<file path="src/sacc_pkg.sv">
// Constants, register map and state codes for the 8-bit SAR converter control.
// Assumes a 32-bit APB master and an analog front end with a comparator.
// Notes on behaviour
// - Result is 8 bits, resolved one bit per step by successive approximation.
// - Conversion survives sleep only with the internal RC clock selected.
// - Clock select 00/01/10/11 gives clock /2, /8, /32, RC oscillator.
// - Three-bit channel select routes channel 0 to 7 to the sampler.
// - Small variant implements channels 0 to 4 only; large has eight.
// - Writing one to go bit 2 starts conversion while powered on.
// - Hardware clears the go bit when a conversion finishes.
// - Power bit 0 enables converter; clear means off, no operating current.
// - Port map register bits 7 to 3 read zero and ignore writes.
// - Port map code sets each of eight pins analog or digital.
// - Odd map codes 001, 011, 101 use the external reference pin.
// - All implemented control bits reset to zero.
// - Completion loads result, clears go bit and sets the done flag.
// - Clearing go during a conversion aborts; result and flag unchanged.
// - A conversion takes nine per-bit conversion periods.
package sacc_pkg;
  localparam int unsigned ADDR_W = 12;
  localparam int unsigned DATA_W = 32;
  localparam int unsigned RES_W = 8;
  localparam int unsigned MAP_W = 3;
  localparam int unsigned CHAN_W = 3;
  // Register indices; byte address is four times the index
  localparam logic [9:0] CTRL_IDX = 10'h01F;
  localparam logic [9:0] MAP_IDX = 10'h09F;
  localparam logic [9:0] RESULT_IDX = 10'h01E;
  localparam logic [9:0] FLAG_IDX = 10'h00C;
  // Field positions
  localparam int unsigned CTRL_POWER_BIT = 0;
  localparam int unsigned CTRL_GO_BIT = 2;
  localparam int unsigned CTRL_CHAN_LSB = 3;
  localparam int unsigned CTRL_CLK_LSB = 6;
  localparam int unsigned FLAG_DONE_BIT = 6;
  // Reset values
  localparam logic [1:0] CLK_RST = 2'h0;
  localparam logic [2:0] CHAN_RST = 3'h0;
  localparam logic [2:0] MAP_RST = 3'h0;
  localparam logic [7:0] RES_RST = 8'h00;
  // Conversion clock codes and prescaler terminal counts
  typedef enum logic [1:0] {
    SACC_DIV2 = 2'h0,
    SACC_DIV8 = 2'h1,
    SACC_DIV32 = 2'h2,
    SACC_RC = 2'h3
  } sacc_clk_t;
  localparam logic [4:0] DIV2_LAST = 5'h01;
  localparam logic [4:0] DIV8_LAST = 5'h07;
  localparam logic [4:0] DIV32_LAST = 5'h1F;
  // Trial bit masks: first guess is the MSB, last is the LSB
  localparam logic [7:0] TRIAL_FIRST = 8'h80;
  localparam logic [7:0] TRIAL_LAST = 8'h01;
  // Pin masks, bit n is analog channel n; channel 3 doubles as the reference pin
  localparam logic [7:0] PINS_ALL = 8'hFF;
  localparam logic [7:0] PINS_LOW5 = 8'h1F;
  localparam logic [7:0] PINS_CH013 = 8'h0B;
  localparam logic [7:0] PINS_VREF = 8'h08;
  localparam logic [7:0] PINS_NONE = 8'h00;
  typedef enum logic [1:0] {
    SACC_IDLE = 2'h0,
    SACC_SAMP = 2'h1,
    SACC_CONV = 2'h3
  } sacc_state_t;
endpackage : sacc_pkg

</file>
<file path="src/sacc_top.sv">
// APB-reached control for an 8-bit successive-approximation converter.
// Assumes an external comparator, sample switch and DAC, and an RC tick input.
`timescale 1ns/1ps
module sacc_top #(
  parameter int NUM_CHAN = 8
) (
  // Clock and reset
  input wire logic MCLK,
  input wire logic RST_N,
  // APB slave
  input wire logic PSEL,
  input wire logic PENABLE,
  input wire logic PWRITE,
  input wire logic [sacc_pkg::ADDR_W-1:0] PADDR,
  input wire logic [sacc_pkg::DATA_W-1:0] PWDATA,
  input wire logic [3:0] PSTRB,
  output logic [sacc_pkg::DATA_W-1:0] PRDATA,
  output logic PREADY,
  output logic PSLVERR,
  // System state
  input wire logic SLEEP,
  input wire logic RC_TICK,
  // Analog front end
  input wire logic COMP_HI,
  output logic [sacc_pkg::RES_W-1:0] DAC_CODE,
  output logic [sacc_pkg::CHAN_W-1:0] CHAN_SEL,
  output logic CHAN_OK,
  output logic SAMPLE_HOLD,
  output logic ANALOG_EN,
  output logic REF_EXT,
  output logic [7:0] PIN_ANALOG,
  output logic CONV_DONE_FLAG
);
  import sacc_pkg::*;

  logic rst_q1;
  logic rst_n_s;
  logic [7:0] chan_impl;

  // Control and status state
  sacc_clk_t clk_sel;
  logic [2:0] chan;
  logic go;
  logic power;
  logic [2:0] port_map;
  logic [7:0] result;
  logic done_flag;
  sacc_state_t state;
  logic [4:0] pre;
  logic [7:0] sar;
  logic [7:0] trial;
  logic [31:0] rdata;
  logic ready;
  logic slverr;
  logic hold;
  logic anen;
  logic ref_ext;
  logic [7:0] pins;
  logic chan_ok;

  sacc_clk_t next_clk_sel;
  logic [2:0] next_chan;
  logic next_go;
  logic next_power;
  logic [2:0] next_port_map;
  logic [7:0] next_result;
  logic next_done_flag;
  sacc_state_t next_state;
  logic [4:0] next_pre;
  logic [7:0] next_sar;
  logic [7:0] next_trial;
  logic [31:0] next_rdata;
  logic next_ready;
  logic next_slverr;
  logic next_hold;
  logic next_anen;
  logic next_ref_ext;
  logic [7:0] next_pins;
  logic next_chan_ok;

  // Reset released through two flops so release is glitch free
  always_ff @(posedge MCLK or negedge RST_N) begin
    if (!RST_N) begin
      rst_q1 <= 1'b0;
      rst_n_s <= 1'b0;
    end else begin
      rst_q1 <= 1'b1;
      rst_n_s <= rst_q1;
    end
  end

  // Channels beyond the variant's count do not exist
  for (genvar g = 0; g < 8; g++) begin : g_impl
    assign chan_impl[g] = (g < NUM_CHAN) ? 1'b1 : 1'b0;
  end

  function automatic logic [7:0] sacc_pin_mask(input logic [2:0] code);
    logic [7:0] m;
    m = PINS_NONE;
    case (code)
      3'h0: m = PINS_ALL;
      3'h1: m = PINS_ALL & ~PINS_VREF;
      3'h2: m = PINS_LOW5;
      3'h3: m = PINS_LOW5 & ~PINS_VREF;
      3'h4: m = PINS_CH013;
      3'h5: m = PINS_CH013 & ~PINS_VREF;
      default: m = PINS_NONE;
    endcase
    return m;
  endfunction : sacc_pin_mask

  logic acc;
  logic wr;
  logic [9:0] idx;
  logic hit;
  logic tick;
  logic stall_sleep;
  logic [4:0] pre_last;
  logic [7:0] sar_eval;

  always_comb begin
    acc = PSEL & PENABLE & PREADY;
    wr = acc & PWRITE & PSTRB[0] & ~PSLVERR;
    idx = PADDR[ADDR_W-1:2];
    hit = (PADDR[1:0] == 2'h0) &&
          (idx == CTRL_IDX || idx == MAP_IDX || idx == RESULT_IDX || idx == FLAG_IDX);
    unique case (clk_sel)
      SACC_DIV2: pre_last = DIV2_LAST;
      SACC_DIV8: pre_last = DIV8_LAST;
      SACC_DIV32: pre_last = DIV32_LAST;
      SACC_RC: pre_last = DIV32_LAST;
    endcase
    // Only the RC clock keeps running while the core sleeps
    stall_sleep = SLEEP & (clk_sel != SACC_RC);
    tick = (clk_sel == SACC_RC) ? RC_TICK : (pre == pre_last);
    // Keep the trial bit when the sample is at or above the DAC level
    sar_eval = COMP_HI ? sar : (sar & ~trial);

    next_clk_sel = clk_sel;
    next_chan = chan;
    next_go = go;
    next_power = power;
    next_port_map = port_map;
    next_result = result;
    next_done_flag = done_flag;
    next_state = state;
    next_pre = pre;
    next_sar = sar;
    next_trial = trial;
    next_hold = hold;

    // Software writes; the done flag is cleared by writing zero
    if (wr && idx == CTRL_IDX) begin
      next_clk_sel = sacc_clk_t'(PWDATA[CTRL_CLK_LSB +: 2]);
      next_chan = PWDATA[CTRL_CHAN_LSB +: CHAN_W];
      next_power = PWDATA[CTRL_POWER_BIT];
      if (PWDATA[CTRL_GO_BIT] && power && state == SACC_IDLE) begin
        next_go = 1'b1;
        next_state = SACC_SAMP;
        next_pre = '0;
        next_sar = TRIAL_FIRST;
        next_trial = TRIAL_FIRST;
        next_hold = 1'b1;
      end else if (!PWDATA[CTRL_GO_BIT]) begin
        next_go = 1'b0;
      end
    end
    if (wr && idx == MAP_IDX) begin
      next_port_map = PWDATA[MAP_W-1:0];
    end
    if (wr && idx == FLAG_IDX) begin
      next_done_flag = PWDATA[FLAG_DONE_BIT];
    end

    // Conversion engine; an abort leaves result and flag alone
    unique case (state)
      SACC_IDLE: begin
      end
      SACC_SAMP, SACC_CONV: begin
        // One period samples, eight more decide the bits, MSB first
        next_pre = tick ? 5'h00 : 5'(pre + 5'h01);
        if (!next_go || !next_power || stall_sleep) begin
          next_go = 1'b0;
          next_state = SACC_IDLE;
          next_hold = 1'b0;
        end else if (tick && state == SACC_SAMP) begin
          next_state = SACC_CONV;
        end else if (tick) begin
          next_sar = sar_eval | (trial >> 1);
          next_trial = trial >> 1;
          if (trial == TRIAL_LAST) begin
            next_result = sar_eval;
            next_go = 1'b0;
            next_done_flag = 1'b1; // Set beats a same-cycle clear
            next_state = SACC_IDLE;
            next_hold = 1'b0;
          end
        end
      end
      default: begin
        next_state = SACC_IDLE;
        next_go = 1'b0;
        next_hold = 1'b0;
      end
    endcase

    // Pin and power outputs follow the next state so they never lag a write, except the sleep gate, which uses the current clock select
    next_anen = next_power & ~stall_sleep;
    next_ref_ext = next_port_map[0] & ~(next_port_map[2] & next_port_map[1]);
    next_pins = sacc_pin_mask(next_port_map) & chan_impl;
    next_chan_ok = chan_impl[next_chan];
  end

  // Bus answer: a registered reply costs one wait state but keeps outputs straight from flops
  always_comb begin
    next_ready = PSEL & PENABLE & ~PREADY;
    // Unmapped or misaligned access answers with an error and zero data
    next_slverr = PSEL & PENABLE & ~PREADY & ~hit;
    next_rdata = PRDATA;
    // Reads see the registers as they stand before the edge that raises PREADY, one cycle ahead of the completing edge
    if (PSEL && PENABLE && !PREADY) begin
      next_rdata = '0;
      if (PADDR[1:0] == 2'h0) begin
        if (idx == CTRL_IDX) begin
          next_rdata[CTRL_CLK_LSB +: 2] = clk_sel;
          next_rdata[CTRL_CHAN_LSB +: CHAN_W] = chan;
          next_rdata[CTRL_GO_BIT] = go;
          next_rdata[CTRL_POWER_BIT] = power;
        end else if (idx == MAP_IDX) begin
          next_rdata[MAP_W-1:0] = port_map;
        end else if (idx == RESULT_IDX) begin
          next_rdata[RES_W-1:0] = result;
        end else if (idx == FLAG_IDX) begin
          next_rdata[FLAG_DONE_BIT] = done_flag;
        end
      end
    end
  end

  // Bus answer flops
  always_ff @(posedge MCLK or negedge rst_n_s) begin
    if (!rst_n_s) begin
      rdata <= '0;
      ready <= 1'b0;
      slverr <= 1'b0;
    end else begin
      rdata <= next_rdata;
      ready <= next_ready;
      slverr <= next_slverr;
    end
  end

  always_ff @(posedge MCLK or negedge rst_n_s) begin
    if (!rst_n_s) begin
      clk_sel <= SACC_DIV2;
      chan <= CHAN_RST;
      go <= 1'b0;
      power <= 1'b0;
      port_map <= MAP_RST;
      result <= RES_RST;
      done_flag <= 1'b0;
      state <= SACC_IDLE;
      pre <= '0;
      sar <= '0;
      trial <= '0;
      hold <= 1'b0;
      anen <= 1'b0;
      ref_ext <= 1'b0;
      pins <= PINS_ALL;
      chan_ok <= 1'b1;
    end else begin
      clk_sel <= next_clk_sel;
      chan <= next_chan;
      go <= next_go;
      power <= next_power;
      port_map <= next_port_map;
      result <= next_result;
      done_flag <= next_done_flag;
      state <= next_state;
      pre <= next_pre;
      sar <= next_sar;
      trial <= next_trial;
      hold <= next_hold;
      anen <= next_anen;
      ref_ext <= next_ref_ext;
      pins <= next_pins;
      chan_ok <= next_chan_ok;
    end
  end

  // Outputs are the flops themselves
  assign PRDATA = rdata;
  assign PREADY = ready;
  assign PSLVERR = slverr;
  assign DAC_CODE = sar;
  assign CHAN_SEL = chan;
  assign CHAN_OK = chan_ok;
  assign SAMPLE_HOLD = hold;
  assign ANALOG_EN = anen;
  assign REF_EXT = ref_ext;
  assign PIN_ANALOG = pins;
  assign CONV_DONE_FLAG = done_flag;
endmodule : sacc_top

</file>
<file path="config.mk">
export PLATFORM = sky130hd
export DESIGN_NAME = sacc_top
export DESIGN_NICKNAME = d
export VERILOG_FILES = /design/src/sacc_pkg.sv /design/src/sacc_top.sv
export SDC_FILE = /design/constraint.sdc
export NUM_CORES = 1
export LEC_CHECK = 0
export BUFFER_PORTS_ARGS = -buffer_cell sky130_fd_sc_hd__buf_2
export CAP_MARGIN = 20
export CORE_MARGIN = 8
export CORE_UTILIZATION = 45
export CTS_BUF_LIST = sky130_fd_sc_hd__clkbuf_16
export DETAILED_ROUTE_END_ITERATION = 10
export GPL_ROUTABILITY_DRIVEN = 0
export GPL_TIMING_DRIVEN = 0
export HOLD_SLACK_MARGIN = 0.02
export PLACE_DENSITY_LB_ADDON = 0.08
export REMOVE_ABC_BUFFERS = 1
export SLEW_MARGIN = 30
export SYNTH_ARGS = -nofsm -noshare
export SYNTH_HDL_FRONTEND = slang
export SYNTH_SLANG_ARGS = --single-unit
export TNS_END_PERCENT = 20
</file>
<file path="constraint.sdc">
create_clock -name MCLK -period 2.3 [get_ports MCLK]
set_input_delay 0.46 -clock MCLK [delete_from_list [all_inputs] [get_ports MCLK]]
set_output_delay 0.46 -clock MCLK [all_outputs]
set_load 0.01 [all_outputs]
</file>
Word level (Yosys, flattened, before mapping)
Memories as Yosys holds them, arrays and structs flattened. A register that Yosys moved wholly into a read port is not among the register bits. Index checks and enable logic that the tools add are counted.

Flip-flop bits (word level): 65. Latch bits: 0. RAM bits: 0. Bits in read-only memories: 8. Input port bits: 56. Output and inout port bits: 58. Logic and storage cells: 149. Memories kept: 1.

Add/sub/neg operators: 1. Multiply operators: 0. Div/mod/pow operators: 0. Magnitude comparators: 0. Eq/ne operators: 17. Shift-type cells: 0. Muxes and demuxes: 61. Bitwise logic cells: 21. Reduce and logical (&&, ||, !) cells: 28.

Memories: (name not given) (depth 8, bits a word 1, read ports 1, clocked after memory_dff 1, wr ports 0, line sacc_top.sv:211) `next_chan_ok = chan_impl[next_chan];`.

Operators with widths (count): $mux W8 (14); $pmux W8 S6 (1); $mux W1 (26); $mux W5 (5); $eq A10 B5 Y1 const B (2); $pmux W5 S3 (1); $mux W2 (6); $mux W6 (2); $and A1 B1 Y1 (11); $eq A10 B4 Y1 const B (1); $eq A10 B8 Y1 const B (1); $logic_and A1 B1 Y1 (9); $mux W3 (3); $and A8 B8 Y8 (1); $eq A8 B1 Y1 const B (1); $not A8 Y8 (1); $or A8 B7 Y8 (1); $not A1 Y1 (7); $eq A2 B2 Y1 const B (3); $eq A3 B2 Y1 const B (2); $eq A3 B3 Y1 const B (2); $logic_not A2 Y1 (3); $add A5 B1 Y5 const B (1); $eq A5 B5 Y1 (1); 12 further kinds (23).

Logic depth before layout (Yosys ltp)
Word-level depth: 12. Gate-level depth with buffers: 8. Mapped depth without buffers: 6.

Least setup slack after synthesis
OpenSTA, ideal clock, no wires.

Path kind: input to register. From: input PADDR[9] in the netlist's numbering. To: register result[0]. Library setup time: 0.125 ns. Arrival time: 2.171 ns. Required time: 2.175 ns. Slack: 0.004 ns. Stages on the path: 6. Path buffers: 1. Cell sequence: buf_2 > nand4b_2 > nor4_4 > mux2i_1 > nor4_4 > mux2_2.

Longest elaborated chain between the ends: 8. Elaborated cells between the ends (all ways): 10. Classes of those cells: eq/ne (1); mux (2); bitwise (1); reduce/logical (6).

Ends and longest elaborated chain: start: declaration (line sacc_top.sv:14) `input wire logic [sacc_pkg::ADDR_W-1:0] PADDR,`; $eq A10 B5 Y1 * (line sacc_top.sv:153) `if (wr && idx == CTRL_IDX) begin`; $logic_and A1 B1 Y1 * (line sacc_top.sv:153); $mux W1 (line sacc_top.sv:153); $logic_not A1 Y1 (line sacc_top.sv:182) `if (!next_go || !next_power || stall_sleep) begin`; $logic_or A1 B1 Y1 * (2 in series) (line sacc_top.sv:182); $not A1 Y1 (no line) *; $reduce_and A5 Y1 (no line) *; end signal: assignment (line sacc_top.sv:277) `result <= next_result;`; end: declaration (line sacc_top.sv:46) `logic [7:0] result;`.

Every way passes the cells marked *; elsewhere a longest branch is shown, timed or not. A chain may end at the register's enable or synchronous reset.

Worst setup path after layout
From: register trial[4]. To: register result[2].

Longest elaborated chain between the ends: 2.

Ends and longest elaborated chain: start: declaration (line sacc_top.sv:51) `logic [7:0] trial;`; start signal: assignment (line sacc_top.sv:282) `trial <= next_trial;`; $eq A8 B1 Y1 (line sacc_top.sv:191) `if (trial == TRIAL_LAST) begin`; $reduce_and A5 Y1 (no line).

No other way between the ends.

==> out/qor.json <==
{
  "area_of_the_core": {"value": 0.00679, "unit": "mm²"},
  "syn_avg_cell_area": {"value": 10.3, "unit": "µm²"},
  "synthTopCellsByCount": {"value": "57 x dfrtp_1, 39 x nand2_1, 30 x buf_4, 22 x mux2i_1, 17 x inv_1"},
  "pre_cts_slack": {"value": -912, "unit": "ps"},
  "finalWorstSetupSlack": {"value": 129, "unit": "ps"},
  "mappedNetlistArea": {"value": 0.00316, "unit": "mm²"},
  "power.ir.vdd_worst": {"value": 0.000439, "unit": "V"},
  "synth.lib_cells_used.distinct": {"value": 47},
  "detail_route.vias_per_cell": {"value": 5.00},
  "worstSkewPairLatency": {"value": 320, "unit": "ps"},
  "placedCellCount": {"value": 450},
  "cells_along_the_critical_path": {"value": "nor4_2, nand4_1, or2_2, nor4_4, buf_4, mux2_2"},
  "drive_gt1_share": {"value": 29.3, "unit": "%"},
  "multi_input_combinational_cell_area": {"value": 0.00142, "unit": "mm²"},
  "synth_top_area_share": {"value": 45.1, "unit": "%"},
  "postSynth.asyncResetShare": {"value": 100, "unit": "%"},
  "cts-buffers-inserted": {"value": 9},
  "post_layout_nets": {"value": 428},
  "grt_first_pass_wirelength": {"value": 11700, "unit": "µm"},
  "cell_taking_the_most_area_after_synthesis": {"value": "dfrtp_1"},
  "dpl_cell_area": {"value": 0.00346, "unit": "mm²"},
  "pwr_cell_area": {"value": 621, "unit": "mW/mm²"},
  "floorplan.rows": {"value": 30},
  "worstRegToRegCells": {"value": 6},
  "register_area": {"value": 0.00154, "unit": "mm²"},
  "end_kind": {"value": "flip-flop"},
  "synthMostInstantiatedCell": {"value": "dfrtp_1"},
  "synth.yosys.warnings": {"value": 0},
  "timing.critical_path.arrival": {"value": 2370, "unit": "ps"},
  "drt-pass1-iter-count": {"value": 4},
  "ant_nets": {"value": 0},
  "critical-path-top-delay-family": {"value": "simple AND/OR/NAND/NOR gates"},
  "synth_flop_cell": {"value": "dfrtp_1"},
  "max_stage_delay": {"value": 430, "unit": "ps"},
  "path_clk_slew": {"value": 50, "unit": "ps"},
  "fillCellCount": {"value": 621},
  "cp_num_buf_inv": {"value": 1},
  "flow.area_growth_from_synthesis": {"value": 19.9, "unit": "%"},
  "numPortBuffers": {"value": 61},
  "timing.final.max_slew_violations": {"value": 0},
  "timing.final.setup_violations": {"value": 0},
  "antennaDiodeCount": {"value": 0},
  "grt-ovfl-total": {"value": 0},
  "first_global_vias": {"value": 2394},
  "globalRouteTotalUtil": {"value": 14.7, "unit": "%"},
  "htree_num_levels": {"value": 3},
  "antenna_found_initial": {"value": 0},
  "synth_cells": {"value": 306},
  "synth_seq_area_share": {"value": 48.4, "unit": "%"},
  "final-hold-violation-count": {"value": 0},
  "final.setup_skew": {"value": 4.73, "unit": "ps"},
  "grt_setup_unrepaired": {"value": "false"},
  "register_to_register_setup_slack": {"value": 130, "unit": "ps"},
  "clk_path_buf_depth": {"value": 2},
  "chipHeight": {"value": 99.8, "unit": "µm"},
  "timing.final.crit_period": {"value": 2170, "unit": "ps"},
  "root_buffer": {"value": "clkbuf_16"},
  "min_period_over_period": {"value": 94.4, "unit": "%"},
  "leakage": {"value": 1.86, "unit": "nW"},
  "number_of_maximum_capacitance_violations": {"value": 0},
  "die_w": {"value": 99.8, "unit": "µm"},
  "routed_wire_length_per_instance": {"value": 14.7, "unit": "µm"},
  "clock.fmax": {"value": 461, "unit": "MHz"},
  "ioPinCount": {"value": 114},
  "post-dp-hpwl": {"value": 5080, "unit": "µm"},
  "run_status": {"value": "complete, no violations"},
  "hp_class": {"value": "reg2async"},
  "critical_path_required": {"value": 2500, "unit": "ps"},
  "cts_tree": {"value": "yes"},
  "num_vias": {"value": 2360},
  "stdcell_count": {"value": 472},
  "drtIter0Drc": {"value": 68},
  "start_util": {"value": 46.5, "unit": "%"},
  "worstSetupStartpointType": {"value": "flip-flop"},
  "cts_num_sinks": {"value": 61},
  "worst-path-max-fanout": {"value": 9},
  "reg2reg_from": {"value": "trial[4]"},
  "grt_start_max_net_pins": {"value": 46},
  "total_power": {"value": 2.36, "unit": "mW"},
  "cp_slowest_cell": {"value": "dfrtp_1"},
  "number_of_synthesized_register_bits": {"value": 61},
  "layout.cell_area.non_filler": {"value": 0.00379, "unit": "mm²"},
  "design.die.area": {"value": 0.00996, "unit": "mm²"},
  "wire_length_after_detailed_routing": {"value": 6920, "unit": "µm"},
  "post_synth_edffs": {"value": 0},
  "worst_r2r_endpoint": {"value": "result[2]"},
  "synth_top_cells_by_area": {"value": "dfrtp_1 45%, buf_4 7.1%, mux2i_1 7.0%"},
  "timing.setup.critical_path_class": {"value": "reg2reg"},
  "remaining_drc_errors": {"value": 0}
}
state kept, by name (all words and copies together) (netlist names), 2 cells and up:
signal and flops:
CHAN_SEL 3, port_map 3, trial 8, PRDATA 8
DAC_CODE 8, result 8, clk_sel 2, state 2
pre 5, PIN_ANALOG 4
placed cells by master (no fill, tap or decap), types with 2 or more instances in the layout:
cell	count
a21oi_1	7
buf_4	5
nand4bb_1	2
or2_2	4
mux2i_1	21
o21ai_0	14
xnor2_1	2
buf_2	62
conb_1	26
nor2b_1	2
nor2_1	14
dfstp_2	4
a22o_1	5
a21boi_0	9
nand2b_1	3
mux2_1	4
nand3_1	12
inv_1	19
nor3_1	2
nand2_1	39
a31oi_1	2
a21o_1	2
mux2_2	13
dfrtp_1	56
clkinv_1	4
nor3b_1	2
nor4_4	3
clkbuf_16	9
o31ai_1	2
area by class of cell:
cell class | count | share of cell area [%]
Inverter | 17 | 1.68
Timing Repair Buffer | 70 | 10.5
Multi-Input combinational cell | 212 | 37.5
Tap cell | 96 | 3.17
Clock buffer | 9 | 5.94
Clock inverter | 7 | 0.726
Sequential cell | 61 | 40.5
timing repair:
| action | 4_1_cts | 5_1_grt |
|---|---|---|
| gates resized for setup | 4 | 1 |
| buffers inserted | 3 | 2 |
| endpoints found under the setup margin | 34 | 8 |
| hold endpoints to repair | 2 | 0 |
| hold buffers | 1 | 0 |
| pin swaps | 4 | 2 |
how the worst max path moves through the flow:
stage | end | depth (start not counted) | slack, ps | from
after CTS | result[2] | 6 | -10 | PADDR[8]
after detailed placement | trial[0] | 7 | -910 | PADDR[8]
final | result[2] | 6 | 130 | trial[4]
after global routing | result[1] | 6 | 6 | trial[4]
after floorplan | DAC_CODE[7] | 5 | -470 | PADDR[8]
after global placement | DAC_CODE[7] | 6 | -1190 | PADDR[8]
stage by stage:
stage	hold slack, ps	utilization, %	setup TNS [ps]
2_1_floorplan	164	-	-11150
3_3_place_gp	245	50.2	-54110
3_5_place_dp	200	51.0	-25670
4_1_cts	198	55.6	-23.5
5_1_grt	213	55.8	0
6_report	193	55.8	0
power breakdown:
group          switching [mW]  leakage [nW]  internal (mW)
combinational          0.0757         0.909         0.0385
sequential             0.0103         0.816           1.08
clock                   0.448         0.132          0.702
kinds of logic (layout without fill, tap and decap cells):
| kind of cell | after synthesis | in the layout | share of synthesized area, % |
|---|---|---|---|
| XOR/XNOR | 3 | 3 | 0.831 |
| adder cells (fa/ha/maj) | 1 | 1 | 0.396 |
| AO/OA/AOI/OAI | 49 | 49 | 10.5 |
| multiplexers | 39 | 39 | 13.0 |
| flip-flops | 61 | 61 | 48.4 |
| AND/OR/NAND/NOR | 94 | 94 | 16.1 |
| buffers and inverters | 57 | 103 | 10.4 |
| other | 2 | 26 | 0.238 |
routing by layer:
layer  vias up  track usage [%]  share of wire [%]
met1      1133             17.4                 45
met2        77             22.9                 45
met5         -                0                  0
li1       1143                -                  -
met3         7             5.67                8.2
met4         0             6.52                1.3
Power figures use the tool's default switching activity.
